`config.mk`:
```
export PLATFORM = sky130hd
export DESIGN_NAME = cpsr_top
export DESIGN_NICKNAME = d
export VERILOG_FILES = /design/src/rtl/cpsr_pkg.sv /design/src/rtl/cpsr_top.sv /design/src/rtl/cpsr_seg_timer.sv
export VERILOG_INCLUDE_DIRS = /design/src /design/src/rtl
export SDC_FILE = /design/constraint.sdc
export NUM_CORES = 1
export LEC_CHECK = 0
export BUFFER_PORTS_ARGS = -buffer_cell sky130_fd_sc_hd__buf_2
export CAP_MARGIN = 20
export CORE_ASPECT_RATIO = 1.75
export CORE_MARGIN = 5
export CORE_UTILIZATION = 33
export CTS_CLUSTER_SIZE = 40
export DETAILED_ROUTE_END_ITERATION = 10
export HOLD_SLACK_MARGIN = 0.15
export PLACE_DENSITY = 0.48
export SYNTH_ARGS = -nofsm -noshare
export SYNTH_HDL_FRONTEND = slang
export SYNTH_SLANG_ARGS = --single-unit
```
`constraint.sdc`:
```
create_clock -name core_clk -period 28.7 [get_ports core_clk]
set_input_delay 7.175 -clock core_clk [delete_from_list [all_inputs] [get_ports core_clk]]
set_output_delay 7.175 -clock core_clk [all_outputs]
set_load 0.05 [all_outputs]
```
`src/rtl/cpsr_params.svh`:
```
// Purpose: Constants of the charge period and setup register bank.
// Assumes: A 200 MHz core clock and byte-wide host access.
// Notes: Definitions only; shared by the package and the modules.
// Operation
// - The bank runs repeating eight-second intervals cut into 256 segments.
// - The charge period lasts the programmed value plus one segment.
// - A charge period of FFh charges through every whole interval.
// - A charge period below FFh leaves the rest of the interval free.
// - Setup one holds qualify, enable, discharge method and cell count.
// - The cell count sits in bits 3 to 0 of setup one as a scale factor.
// - The cell count turns battery voltage into a single-cell voltage.
// - The cell count resets to 10 and software writes only 1 to 10.
// - The voltage limits are the cell count times the per-cell values.
// - Charging ends before discharging starts and takes precedence.
`ifndef CPSR_PARAMS_SVH
`define CPSR_PARAMS_SVH
`define CPSR_CLK_MHZ 200
`define CPSR_INTERVAL_US 8000000
`define CPSR_SEGMENTS 256
`define CPSR_SEG_CYCLES ((`CPSR_INTERVAL_US*`CPSR_CLK_MHZ)/`CPSR_SEGMENTS)
`define CPSR_REG_COUNT 17
`define CPSR_RAM_DEPTH 32
`define CPSR_HOST_IDLE 11'h300
`define CPSR_A_CHG_PERIOD 5'h00
`define CPSR_A_SETUP_ONE 5'h01
`define CPSR_A_SETUP_TWO 5'h02
`define CPSR_A_DIS_PERIOD 5'h03
`define CPSR_A_CELL_DIS 5'h04
`define CPSR_A_GAUGE_HI 5'h05
`define CPSR_A_GAUGE_LO 5'h06
`define CPSR_A_THR_HI 5'h07
`define CPSR_A_THR_LO 5'h08
`define CPSR_A_LAST_HI 5'h09
`define CPSR_A_LAST_LO 5'h0A
`define CPSR_A_MAX_TIME 5'h0B
`define CPSR_A_MAX_CELL 5'h0C
`define CPSR_A_OUT_MASK 5'h0D
`define CPSR_A_OUT_CTRL 5'h0E
`define CPSR_A_STATUS 5'h0F
`define CPSR_A_TRICKLE 5'h10
`define CPSR_CMD_NOP 3'h0
`define CPSR_CMD_SYS_OFF 3'h1
`define CPSR_CMD_RD_RAM 3'h2
`define CPSR_CMD_RD_REG 3'h3
`define CPSR_CMD_WR_RAM 3'h4
`define CPSR_CMD_WR_REG 3'h5
`define CPSR_CMD_START 3'h6
`define CPSR_CMD_ABORT 3'h7
`define CPSR_QUAL_BIT 7
`define CPSR_EN_BIT 6
`define CPSR_DM_MSB 5
`define CPSR_DM_LSB 4
`define CPSR_CELLS_MSB 3
`define CPSR_CELLS_LSB 0
`define CPSR_BR_BIT 7
`define CPSR_GAUGE_INVALID_FLAG_BIT 6
`define CPSR_SETUP1_RST 8'h0A
`define CPSR_SETUP2_WMASK 8'h0F
`define CPSR_CELLS_MIN 4'h1
`define CPSR_CELLS_MAX 4'hA
`define CPSR_FULL_PERIOD 8'hFF
`define CPSR_SEG_LAST 8'hFF
`endif

```
`src/rtl/cpsr_pkg.sv`:
```
// Purpose: Types shared by the charge period and setup register bank.
// Assumes: The constants header is on the include path.
// Notes: Host pins travel as one packed struct.
`include "cpsr_params.svh"
package cpsr_pkg;
  // Host pins: data select, active-low strobes and the data byte.
  typedef struct packed {
    logic sel_data;
    logic wr_n;
    logic rd_n;
    logic [7:0] data;
  } cpsr_host_t;

  // Status from the gauge and charge logic shown in read-only bytes.
  typedef struct packed {
    logic [7:0] status;
    logic [15:0] gauge;
    logic [15:0] last_cap;
    logic br;
    logic gauge_invalid_flag;
  } cpsr_stat_t;

  // Voltage limits scaled up to the whole battery.
  typedef struct packed {
    logic [11:0] edv_limit;
    logic [11:0] max_limit;
  } cpsr_limits_t;

  // Access sequencer after a command byte.
  typedef enum logic [2:0] {
    ACC_IDLE,
    ACC_WR_REG,
    ACC_RD_REG,
    ACC_WR_RAM,
    ACC_RD_RAM
  } cpsr_acc_t;
endpackage : cpsr_pkg

```
`src/rtl/cpsr_top.sv`:
```
// Purpose: Charge period and setup register bank with interval timing.
// Assumes: Host pins are asynchronous; charge_active is on core_clk.
// Notes: Reads and writes go through a command byte sent with select low.
`timescale 1ns/1ps
`default_nettype none
`include "cpsr_params.svh"
module cpsr_top #(
  parameter int SEG_CYCLES = `CPSR_SEG_CYCLES
) (
  input wire logic core_clk,
  input wire logic rst,
  input wire cpsr_pkg::cpsr_host_t host_in,
  output logic [7:0] host_data_o,
  output logic host_data_oe,
  input wire cpsr_pkg::cpsr_stat_t stat_in,
  input wire logic [11:0] batt_voltage,
  input wire logic charge_active,
  output logic charge_drive_q,
  output logic discharge_drive_q,
  output logic seg_tick_q,
  output logic [7:0] seg_count_q,
  output logic [11:0] cell_voltage_q,
  output cpsr_pkg::cpsr_limits_t limits_q,
  output logic [7:0] setup_one_q,
  output logic [7:0] setup_two_q,
  output logic [7:0] max_charge_time_q,
  output logic [7:0] trickle_period_q,
  output logic [7:0] output_mask_q,
  output logic [7:0] output_control_q,
  output logic [15:0] gauge_threshold_q,
  output logic cmd_sys_off_q,
  output logic cmd_start_q,
  output logic cmd_abort_q
);
  import cpsr_pkg::*;

  if (SEG_CYCLES < 1)
  begin : g_bad_seg
    $error("SEG_CYCLES must be at least one.");
  end

  // Writable bits of each byte; status bits and gauges are read-only.
  function automatic logic [7:0] cpsr_wmask(input logic [4:0] a);
    case (a)
      `CPSR_A_SETUP_TWO: cpsr_wmask = `CPSR_SETUP2_WMASK;
      `CPSR_A_GAUGE_HI, `CPSR_A_GAUGE_LO: cpsr_wmask = 8'h00;
      `CPSR_A_LAST_HI, `CPSR_A_LAST_LO: cpsr_wmask = 8'h00;
      `CPSR_A_STATUS: cpsr_wmask = 8'h00;
      default: cpsr_wmask = (a <= `CPSR_A_TRICKLE) ? 8'hFF : 8'h00;
    endcase
  endfunction : cpsr_wmask

  // Scale factor actually used; a stray 0 or >10 cannot blow up the math.
  function automatic logic [3:0] cpsr_cells(input logic [7:0] setup);
    logic [3:0] n;
    n = setup[`CPSR_CELLS_MSB:`CPSR_CELLS_LSB];
    if (n < `CPSR_CELLS_MIN)
      cpsr_cells = `CPSR_CELLS_MIN;
    else if (n > `CPSR_CELLS_MAX)
      cpsr_cells = `CPSR_CELLS_MAX;
    else
      cpsr_cells = n;
  endfunction : cpsr_cells

  cpsr_host_t s1_q;
  cpsr_host_t s2_q;
  cpsr_host_t s3_q;
  cpsr_host_t filt_q;
  cpsr_host_t filt_d;
  cpsr_acc_t acc_q;
  cpsr_acc_t acc_d;
  logic [4:0] addr_q;
  logic [4:0] addr_d;
  logic [7:0] dout_d;
  logic oe_d;
  logic off_d;
  logic start_d;
  logic abort_d;
  logic wr_end;
  logic rd_start;
  logic rd_end;
  logic reg_we;
  logic ram_we;
  logic [7:0] wdata;
  logic [7:0] rdata;
  logic [7:0] regs_q [`CPSR_REG_COUNT];
  logic [7:0] regs_d [`CPSR_REG_COUNT];
  logic [7:0] ram_q [`CPSR_RAM_DEPTH];
  logic [7:0] chg_period;
  logic [7:0] dis_period;
  logic [3:0] cells;
  logic chg_en;
  logic chg_d;
  logic dis_d;
  logic [11:0] cellv_d;
  cpsr_limits_t lim_d;
  logic [7:0] seg_count;
  logic seg_tick;

  cpsr_seg_timer #(
    .SEG_CYCLES(SEG_CYCLES)
  ) u_seg (
    .core_clk(core_clk),
    .rst(rst),
    .seg_tick_q(seg_tick),
    .seg_count_q(seg_count)
  );

  // Pin filter: a bit changes only when stages two and three agree.
  always_comb
  begin
    filt_d = cpsr_host_t'((s2_q & ~(s2_q ^ s3_q)) | (filt_q & (s2_q ^ s3_q)));
    wr_end = filt_d.wr_n & ~filt_q.wr_n;
    rd_start = ~filt_d.rd_n & filt_q.rd_n;
    rd_end = filt_d.rd_n & ~filt_q.rd_n;
    wdata = filt_q.data;
  end

  // Read data; unmapped register bytes read as zero.
  always_comb
  begin
    rdata = 8'h00;
    if (acc_q == ACC_RD_RAM)
      rdata = ram_q[addr_q];
    else
    begin
      case (addr_q)
        `CPSR_A_SETUP_TWO: rdata = {stat_in.br, stat_in.gauge_invalid_flag,
          regs_q[`CPSR_A_SETUP_TWO][5:0]};
        `CPSR_A_GAUGE_HI: rdata = stat_in.gauge[15:8];
        `CPSR_A_GAUGE_LO: rdata = stat_in.gauge[7:0];
        `CPSR_A_LAST_HI: rdata = stat_in.last_cap[15:8];
        `CPSR_A_LAST_LO: rdata = stat_in.last_cap[7:0];
        `CPSR_A_STATUS: rdata = stat_in.status;
        default:
        begin
          if (addr_q <= `CPSR_A_TRICKLE)
            rdata = regs_q[addr_q];
        end
      endcase
    end
  end

  // Command byte arms one data access; direct commands give one pulse.
  always_comb
  begin
    acc_d = acc_q;
    addr_d = addr_q;
    dout_d = host_data_o;
    oe_d = host_data_oe;
    off_d = 1'b0;
    start_d = 1'b0;
    abort_d = 1'b0;
    reg_we = 1'b0;
    ram_we = 1'b0;
    if (wr_end && !filt_q.sel_data)
    begin
      addr_d = wdata[4:0];
      case (wdata[7:5])
        `CPSR_CMD_WR_REG: acc_d = ACC_WR_REG;
        `CPSR_CMD_RD_REG: acc_d = ACC_RD_REG;
        `CPSR_CMD_WR_RAM: acc_d = ACC_WR_RAM;
        `CPSR_CMD_RD_RAM: acc_d = ACC_RD_RAM;
        `CPSR_CMD_SYS_OFF:
        begin
          acc_d = ACC_IDLE;
          off_d = 1'b1;
        end
        `CPSR_CMD_START:
        begin
          acc_d = ACC_IDLE;
          start_d = 1'b1;
        end
        `CPSR_CMD_ABORT:
        begin
          acc_d = ACC_IDLE;
          abort_d = 1'b1;
        end
        default: acc_d = ACC_IDLE;
      endcase
    end
    else if (wr_end && filt_q.sel_data)
    begin
      reg_we = (acc_q == ACC_WR_REG);
      ram_we = (acc_q == ACC_WR_RAM);
      acc_d = ACC_IDLE;
    end
    else if (rd_start && filt_q.sel_data)
    begin
      if (acc_q == ACC_RD_REG || acc_q == ACC_RD_RAM)
      begin
        dout_d = rdata;
        oe_d = 1'b1;
      end
    end
    else if (rd_end)
    begin
      oe_d = 1'b0;
      if (host_data_oe)
        acc_d = ACC_IDLE;
    end
  end

  // Pin stages, sequencer and command pulses.
  always_ff @(posedge core_clk or posedge rst)
  begin
    if (rst)
    begin
      s1_q <= cpsr_host_t'(`CPSR_HOST_IDLE);
      s2_q <= cpsr_host_t'(`CPSR_HOST_IDLE);
      s3_q <= cpsr_host_t'(`CPSR_HOST_IDLE);
      filt_q <= cpsr_host_t'(`CPSR_HOST_IDLE);
      acc_q <= ACC_IDLE;
      addr_q <= 5'h00;
      host_data_o <= 8'h00;
      host_data_oe <= 1'b0;
      cmd_sys_off_q <= 1'b0;
      cmd_start_q <= 1'b0;
      cmd_abort_q <= 1'b0;
    end
    else
    begin
      s1_q <= host_in;
      s2_q <= s1_q;
      s3_q <= s2_q;
      filt_q <= filt_d;
      acc_q <= acc_d;
      addr_q <= addr_d;
      host_data_o <= dout_d;
      host_data_oe <= oe_d;
      cmd_sys_off_q <= off_d;
      cmd_start_q <= start_d;
      cmd_abort_q <= abort_d;
    end
  end

  // Masked byte write; read-only bits keep their old value.
  always_comb
  begin
    regs_d = regs_q;
    if (reg_we && addr_q < 5'(`CPSR_REG_COUNT))
      regs_d[addr_q] = (regs_q[addr_q] & ~cpsr_wmask(addr_q)) |
        (wdata & cpsr_wmask(addr_q));
  end

  // Setup one resets with ten cells and charging disabled.
  always_ff @(posedge core_clk or posedge rst)
  begin
    if (rst)
    begin
      for (int i = 0; i < `CPSR_REG_COUNT; i++)
        regs_q[i] <= 8'h00;
      regs_q[`CPSR_A_SETUP_ONE] <= `CPSR_SETUP1_RST;
    end
    else
      regs_q <= regs_d;
  end

  // Byte storage is data, not control, so it carries no reset.
  always_ff @(posedge core_clk)
  begin
    if (ram_we)
      ram_q[addr_q] <= wdata;
  end

  // Charge first, then discharge; the tail past both stays off.
  always_comb
  begin
    chg_period = regs_q[`CPSR_A_CHG_PERIOD];
    dis_period = regs_q[`CPSR_A_DIS_PERIOD];
    cells = cpsr_cells(regs_q[`CPSR_A_SETUP_ONE]);
    chg_en = regs_q[`CPSR_A_SETUP_ONE][`CPSR_EN_BIT] & charge_active;
    chg_d = chg_en && (seg_count <= chg_period);
    dis_d = chg_en && (seg_count > chg_period) &&
      ({1'b0, seg_count} <= {1'b0, chg_period} + {1'b0, dis_period});
    cellv_d = 12'(batt_voltage / {8'h00, cells});
    lim_d.edv_limit = {4'h0, regs_q[`CPSR_A_CELL_DIS]} * {8'h00, cells};
    lim_d.max_limit = {4'h0, regs_q[`CPSR_A_MAX_CELL]} * {8'h00, cells};
  end

  // Drives and scaled voltages settle one clock after their inputs.
  always_ff @(posedge core_clk or posedge rst)
  begin
    if (rst)
    begin
      charge_drive_q <= 1'b0;
      discharge_drive_q <= 1'b0;
      cell_voltage_q <= 12'h000;
      limits_q <= '0;
      seg_tick_q <= 1'b0;
      seg_count_q <= 8'h00;
    end
    else
    begin
      charge_drive_q <= chg_d;
      discharge_drive_q <= dis_d;
      cell_voltage_q <= cellv_d;
      limits_q <= lim_d;
      seg_tick_q <= seg_tick;
      seg_count_q <= seg_count;
    end
  end

  // Register bytes that steer the outside world.
  assign setup_one_q = regs_q[`CPSR_A_SETUP_ONE];
  assign setup_two_q = regs_q[`CPSR_A_SETUP_TWO];
  assign max_charge_time_q = regs_q[`CPSR_A_MAX_TIME];
  assign trickle_period_q = regs_q[`CPSR_A_TRICKLE];
  assign output_mask_q = regs_q[`CPSR_A_OUT_MASK];
  assign output_control_q = regs_q[`CPSR_A_OUT_CTRL];
  assign gauge_threshold_q = {regs_q[`CPSR_A_THR_HI], regs_q[`CPSR_A_THR_LO]};
endmodule : cpsr_top
`default_nettype wire

```
`src/rtl/cpsr_seg_timer.sv`:
```
// Purpose: Segment divider and wrapping segment counter.
// Assumes: SEG_CYCLES core clocks make one of 256 segments.
// Notes: Shorten SEG_CYCLES in simulation.
`timescale 1ns/1ps
`default_nettype none
`include "cpsr_params.svh"
module cpsr_seg_timer #(
  parameter int SEG_CYCLES = `CPSR_SEG_CYCLES
) (
  input wire logic core_clk,
  input wire logic rst,
  output logic seg_tick_q,
  output logic [7:0] seg_count_q
);
  localparam int CW = (SEG_CYCLES > 1) ? $clog2(SEG_CYCLES) : 1;
  localparam logic [CW-1:0] DIV_LAST = CW'(SEG_CYCLES - 1);

  // A zero-length segment would stall the interval for good.
  if (SEG_CYCLES < 1)
  begin : g_bad_len
    $error("SEG_CYCLES must be at least one.");
  end

  logic [CW-1:0] div_q;
  logic [CW-1:0] div_d;
  logic tick_d;
  logic [7:0] cnt_d;

  // The count wraps by its own width, so 256 segments form one interval.
  always_comb
  begin
    tick_d = (div_q == DIV_LAST);
    div_d = tick_d ? '0 : div_q + CW'(1);
    cnt_d = tick_d ? seg_count_q + 8'h01 : seg_count_q;
  end

  // Registers only.
  always_ff @(posedge core_clk or posedge rst)
  begin
    if (rst)
    begin
      div_q <= '0;
      seg_tick_q <= 1'b0;
      seg_count_q <= 8'h00;
    end
    else
    begin
      div_q <= div_d;
      seg_tick_q <= tick_d;
      seg_count_q <= cnt_d;
    end
  end
endmodule : cpsr_seg_timer
`default_nettype wire

```
==> flow_metrics.py <==
metrics = {
    "status": {
        "outcome": "complete, no violations",
    },
    "clock_network": {
        "cts_setup_buffers": 0,
        "cts.path.max_buffers": 3,
        "clockRootBuffer": "clkbuf_16",
        "clkLatencyLatePin_ps": 620,
        "hold_buffers": 0,
        "cts-resized-gates": 0,
        "htreeDepth": 2,
        "numCtsBuffers": 54,
        "numClockSinks": 535,
        "cts_tree": "yes",
        "clk_pin_slew_ps": 60,
    },
    "floorplanning": {
        "die_w_um": 224,
        "io_pins": 191,
        "die_h_um": 385,
        "coreArea_sq_um": 79700,
        "fp-row-count": 137,
        "dieArea_sq_um": 86400,
        "initial_core_util_pct": 33.3,
    },
    "detailed_routing": {
        "routed_wl_um": 79700,
        "antenna_left": 0,
        "vias": 16400,
        "wl_met1_um": 28800,
        "wl_met2_um": 43200,
        "dr_wl_met3_um": 5300,
        "top_layer": "met4",
        "vias_per_cell": 5.23,
        "drtIter0Drc": 1128,
        "firstDrtPassIters": 5,
        "drc": 0,
        "wl_per_cell_um": 25.5,
    },
    "cells_and_area": {
        "nets": 2235,
        "fill_cells": 7611,
        "drive_above_1_share_pct": 28.8,
        "area_growth_pct": 12.9,
        "diodes": 0,
    },
    "critical_path": {
        "required_ps": 29180,
        "slowest_stage": "a2111oi_4",
        "startpoint_type": "primary input",
        "reg2reg_slack_ps": 6670,
        "crit_type": "primary input to flip-flop",
        "arrival_ps": 27600,
        "cp_common_cell": "o21a_1",
        "end_kind": "flip-flop",
        "path_max_fanout": 9,
        "r2r_cells": 91,
        "slowest_delay_ps": 500,
    },
    "sta": {
        "hold_violations": 0,
        "fmax_mhz": 36.9,
        "slew_viol_final": 0,
        "rsz0062_at_grt": "no",
        "fin_crit_sh_pct": 94.5,
        "finClkSkew_ps": 24.5,
        "fin_tns_setup_ps": 0,
        "tightest_slew_ps": 1050,
        "finalSetupViolCount": 0,
        "slew_headroom_pct": 29.9,
        "period_needed_ps": 27120,
    },
    "synth": {
        "ys_top_cells_by_count": "269 x dfrtp_1, 256 x edfxtp_1, 115 x mux4_2",
        "synth.most_common_cell": "dfrtp_1",
        "synth_ff_type": "dfrtp_1",
        "synth.area.top_cells": "edfxtp_1 29%, dfrtp_1 25%, mux4_2 9.8%",
        "yosys.area.top_type": "edfxtp_1",
        "syn-cell-area_sq_um": 26500,
        "netlist_instances": 1937,
        "syn_avg_cell_area_sq_um": 13.7,
        "synth_edf_count": 256,
        "synth.distinct_cells": 94,
        "ys_seq_area_share_pct": 55.3,
        "syn_nets": 2132,
        "synth_top_area_share_pct": 29.0,
        "synth_warnings": 0,
        "async_flop_share_pct": 52.1,
        "ys_seq_elements": 535,
    },
    "global_route": {
        "grt_pass1_wl_um": 117000,
        "grt_overflow_total": 0,
        "grt_max_degree": 168,
        "grt_usage_pct": 18.2,
        "antenna_found_initial": 0,
        "grt_pass1_vias": 17400,
    },
    "placement": {
        "globalplace.congestion": 0.898,
        "io_buffers": 190,
        "dp_hpwl_um": 58500,
    },
    "flow_run": {
        "max_cap_violations": 0,
    },
    "worst_hold_path": {
        "holdCritPathClass": "flip-flop to flip-flop",
        "holdPathStages": 0,
    },
}
## stage by stage
step / worst slack [ps] / utilization, % / hold slack (ps) / instances / area, sq um
floorplan: 3830 / - / 331 / 1937 / 26500
global placement: 1350 / 35.4 / 342 / 3026 / 28200
detailed placement: 696 / 35.4 / 339 / 3026 / 28200
CTS: 1340 / 37.6 / 346 / 3127 / 30000
global route: 98.2 / 37.6 / 355 / 3127 / 30000
finish: 1580 / 37.6 / 352 / 3127 / 30000
## worst max-delay path, delay by kind of cell
kind / cells / cell delay [ps]
AND/OR/NAND/NOR: 23 / 6170
buffers and inverters: 8 / 770
adder cells (fa/ha/maj): 12 / 3500
multiplexers: 2 / 540
AO/OA/AOI/OAI: 42 / 9390
## flip-flops by register name, indices dropped and copies added, names as in the netlist, 2 cells and up, named ones only
signal and flops:
ram_q 256, regs_q 56, limits_q 24, u_seg.div_q 23, gauge_threshold_q 16, cell_voltage_q 12
s1_q 11, s2_q 11, s3_q 11, chg_period 8, dis_period 8, host_data_o 8
max_charge_time_q 8, output_control_q 8, output_mask_q 8, seg_count_q 8, setup_one_q 8, setup_two_q 8
trickle_period_q 8, u_seg.seg_count_q 8, addr_q 5, acc_q 3, filt_q 2
## placed cells by master (no fill, tap or decap), types with 14 or more instances in the layout
cell       instances
nand4_1           23
nor3_1            35
a22o_1            14
xor2_1            19
nand3_1           29
edfxtp_1         256
and2_1            35
inv_1             74
xnor2_1           47
nand2_1          107
fa_1              25
a22oi_1           17
buf_2            190
buf_4             32
clkbuf_16         57
o21a_1            21
dfrtp_1          266
mux4_2           115
mux2i_1           16
a21oi_1           55
nor2_1           107
ha_1             102
a21o_1            18
o21bai_1          15
mux2_2           107
o21ai_0           46
## metal layers
metal | vias to the layer above | global-route usage (%)
met3 | 108 | 4.41
met2 | 491 | 34.1
li1 | 7311 | -
met1 | 8452 | 20.4
met4 | 0 | 5.34
met5 | - | 0
## path summary, 6_finish.rpt
path / start / to
worst max-delay path: batt_voltage[11] / cell_voltage_q[0]$_DFF_PP0_
worst min-delay path: s1_q[1]$_DFF_PP0_ / s2_q[1]$_DFF_PP0_
worst max register to register: setup_one_q[1]$_DFFE_PP1P_ / cell_voltage_q[0]$_DFF_PP0_
worst min register to register: s1_q[1]$_DFF_PP0_ / s2_q[1]$_DFF_PP0_
max in group asynchronous: rst / s2_q[4]$_DFF_PP0_
min in group asynchronous: rst / async pin
## kinds of logic after synthesis
family | share of synthesized area (%)
compound gates | 7.54
mux | 15.1
buf+inv | 4.55
flops | 55.3
xor+xnor | 2.18
fa+ha+maj | 7.11
simple gates | 8.16
## layout make-up
type	count	area (sq um)	area share, %
flip-flops and latches	535	14700	49.0
multi-input cells	1147	10700	35.6
clock buffers	71	1520	5.08
well taps	1042	1300	4.35
repair buffers	224	1230	4.11
inverters	78	300	1.00
clock inverters	30	248	0.827
Power is not shown: default switching activity piles up to over one toggle a cycle in this logic, so the estimate is an artifact.
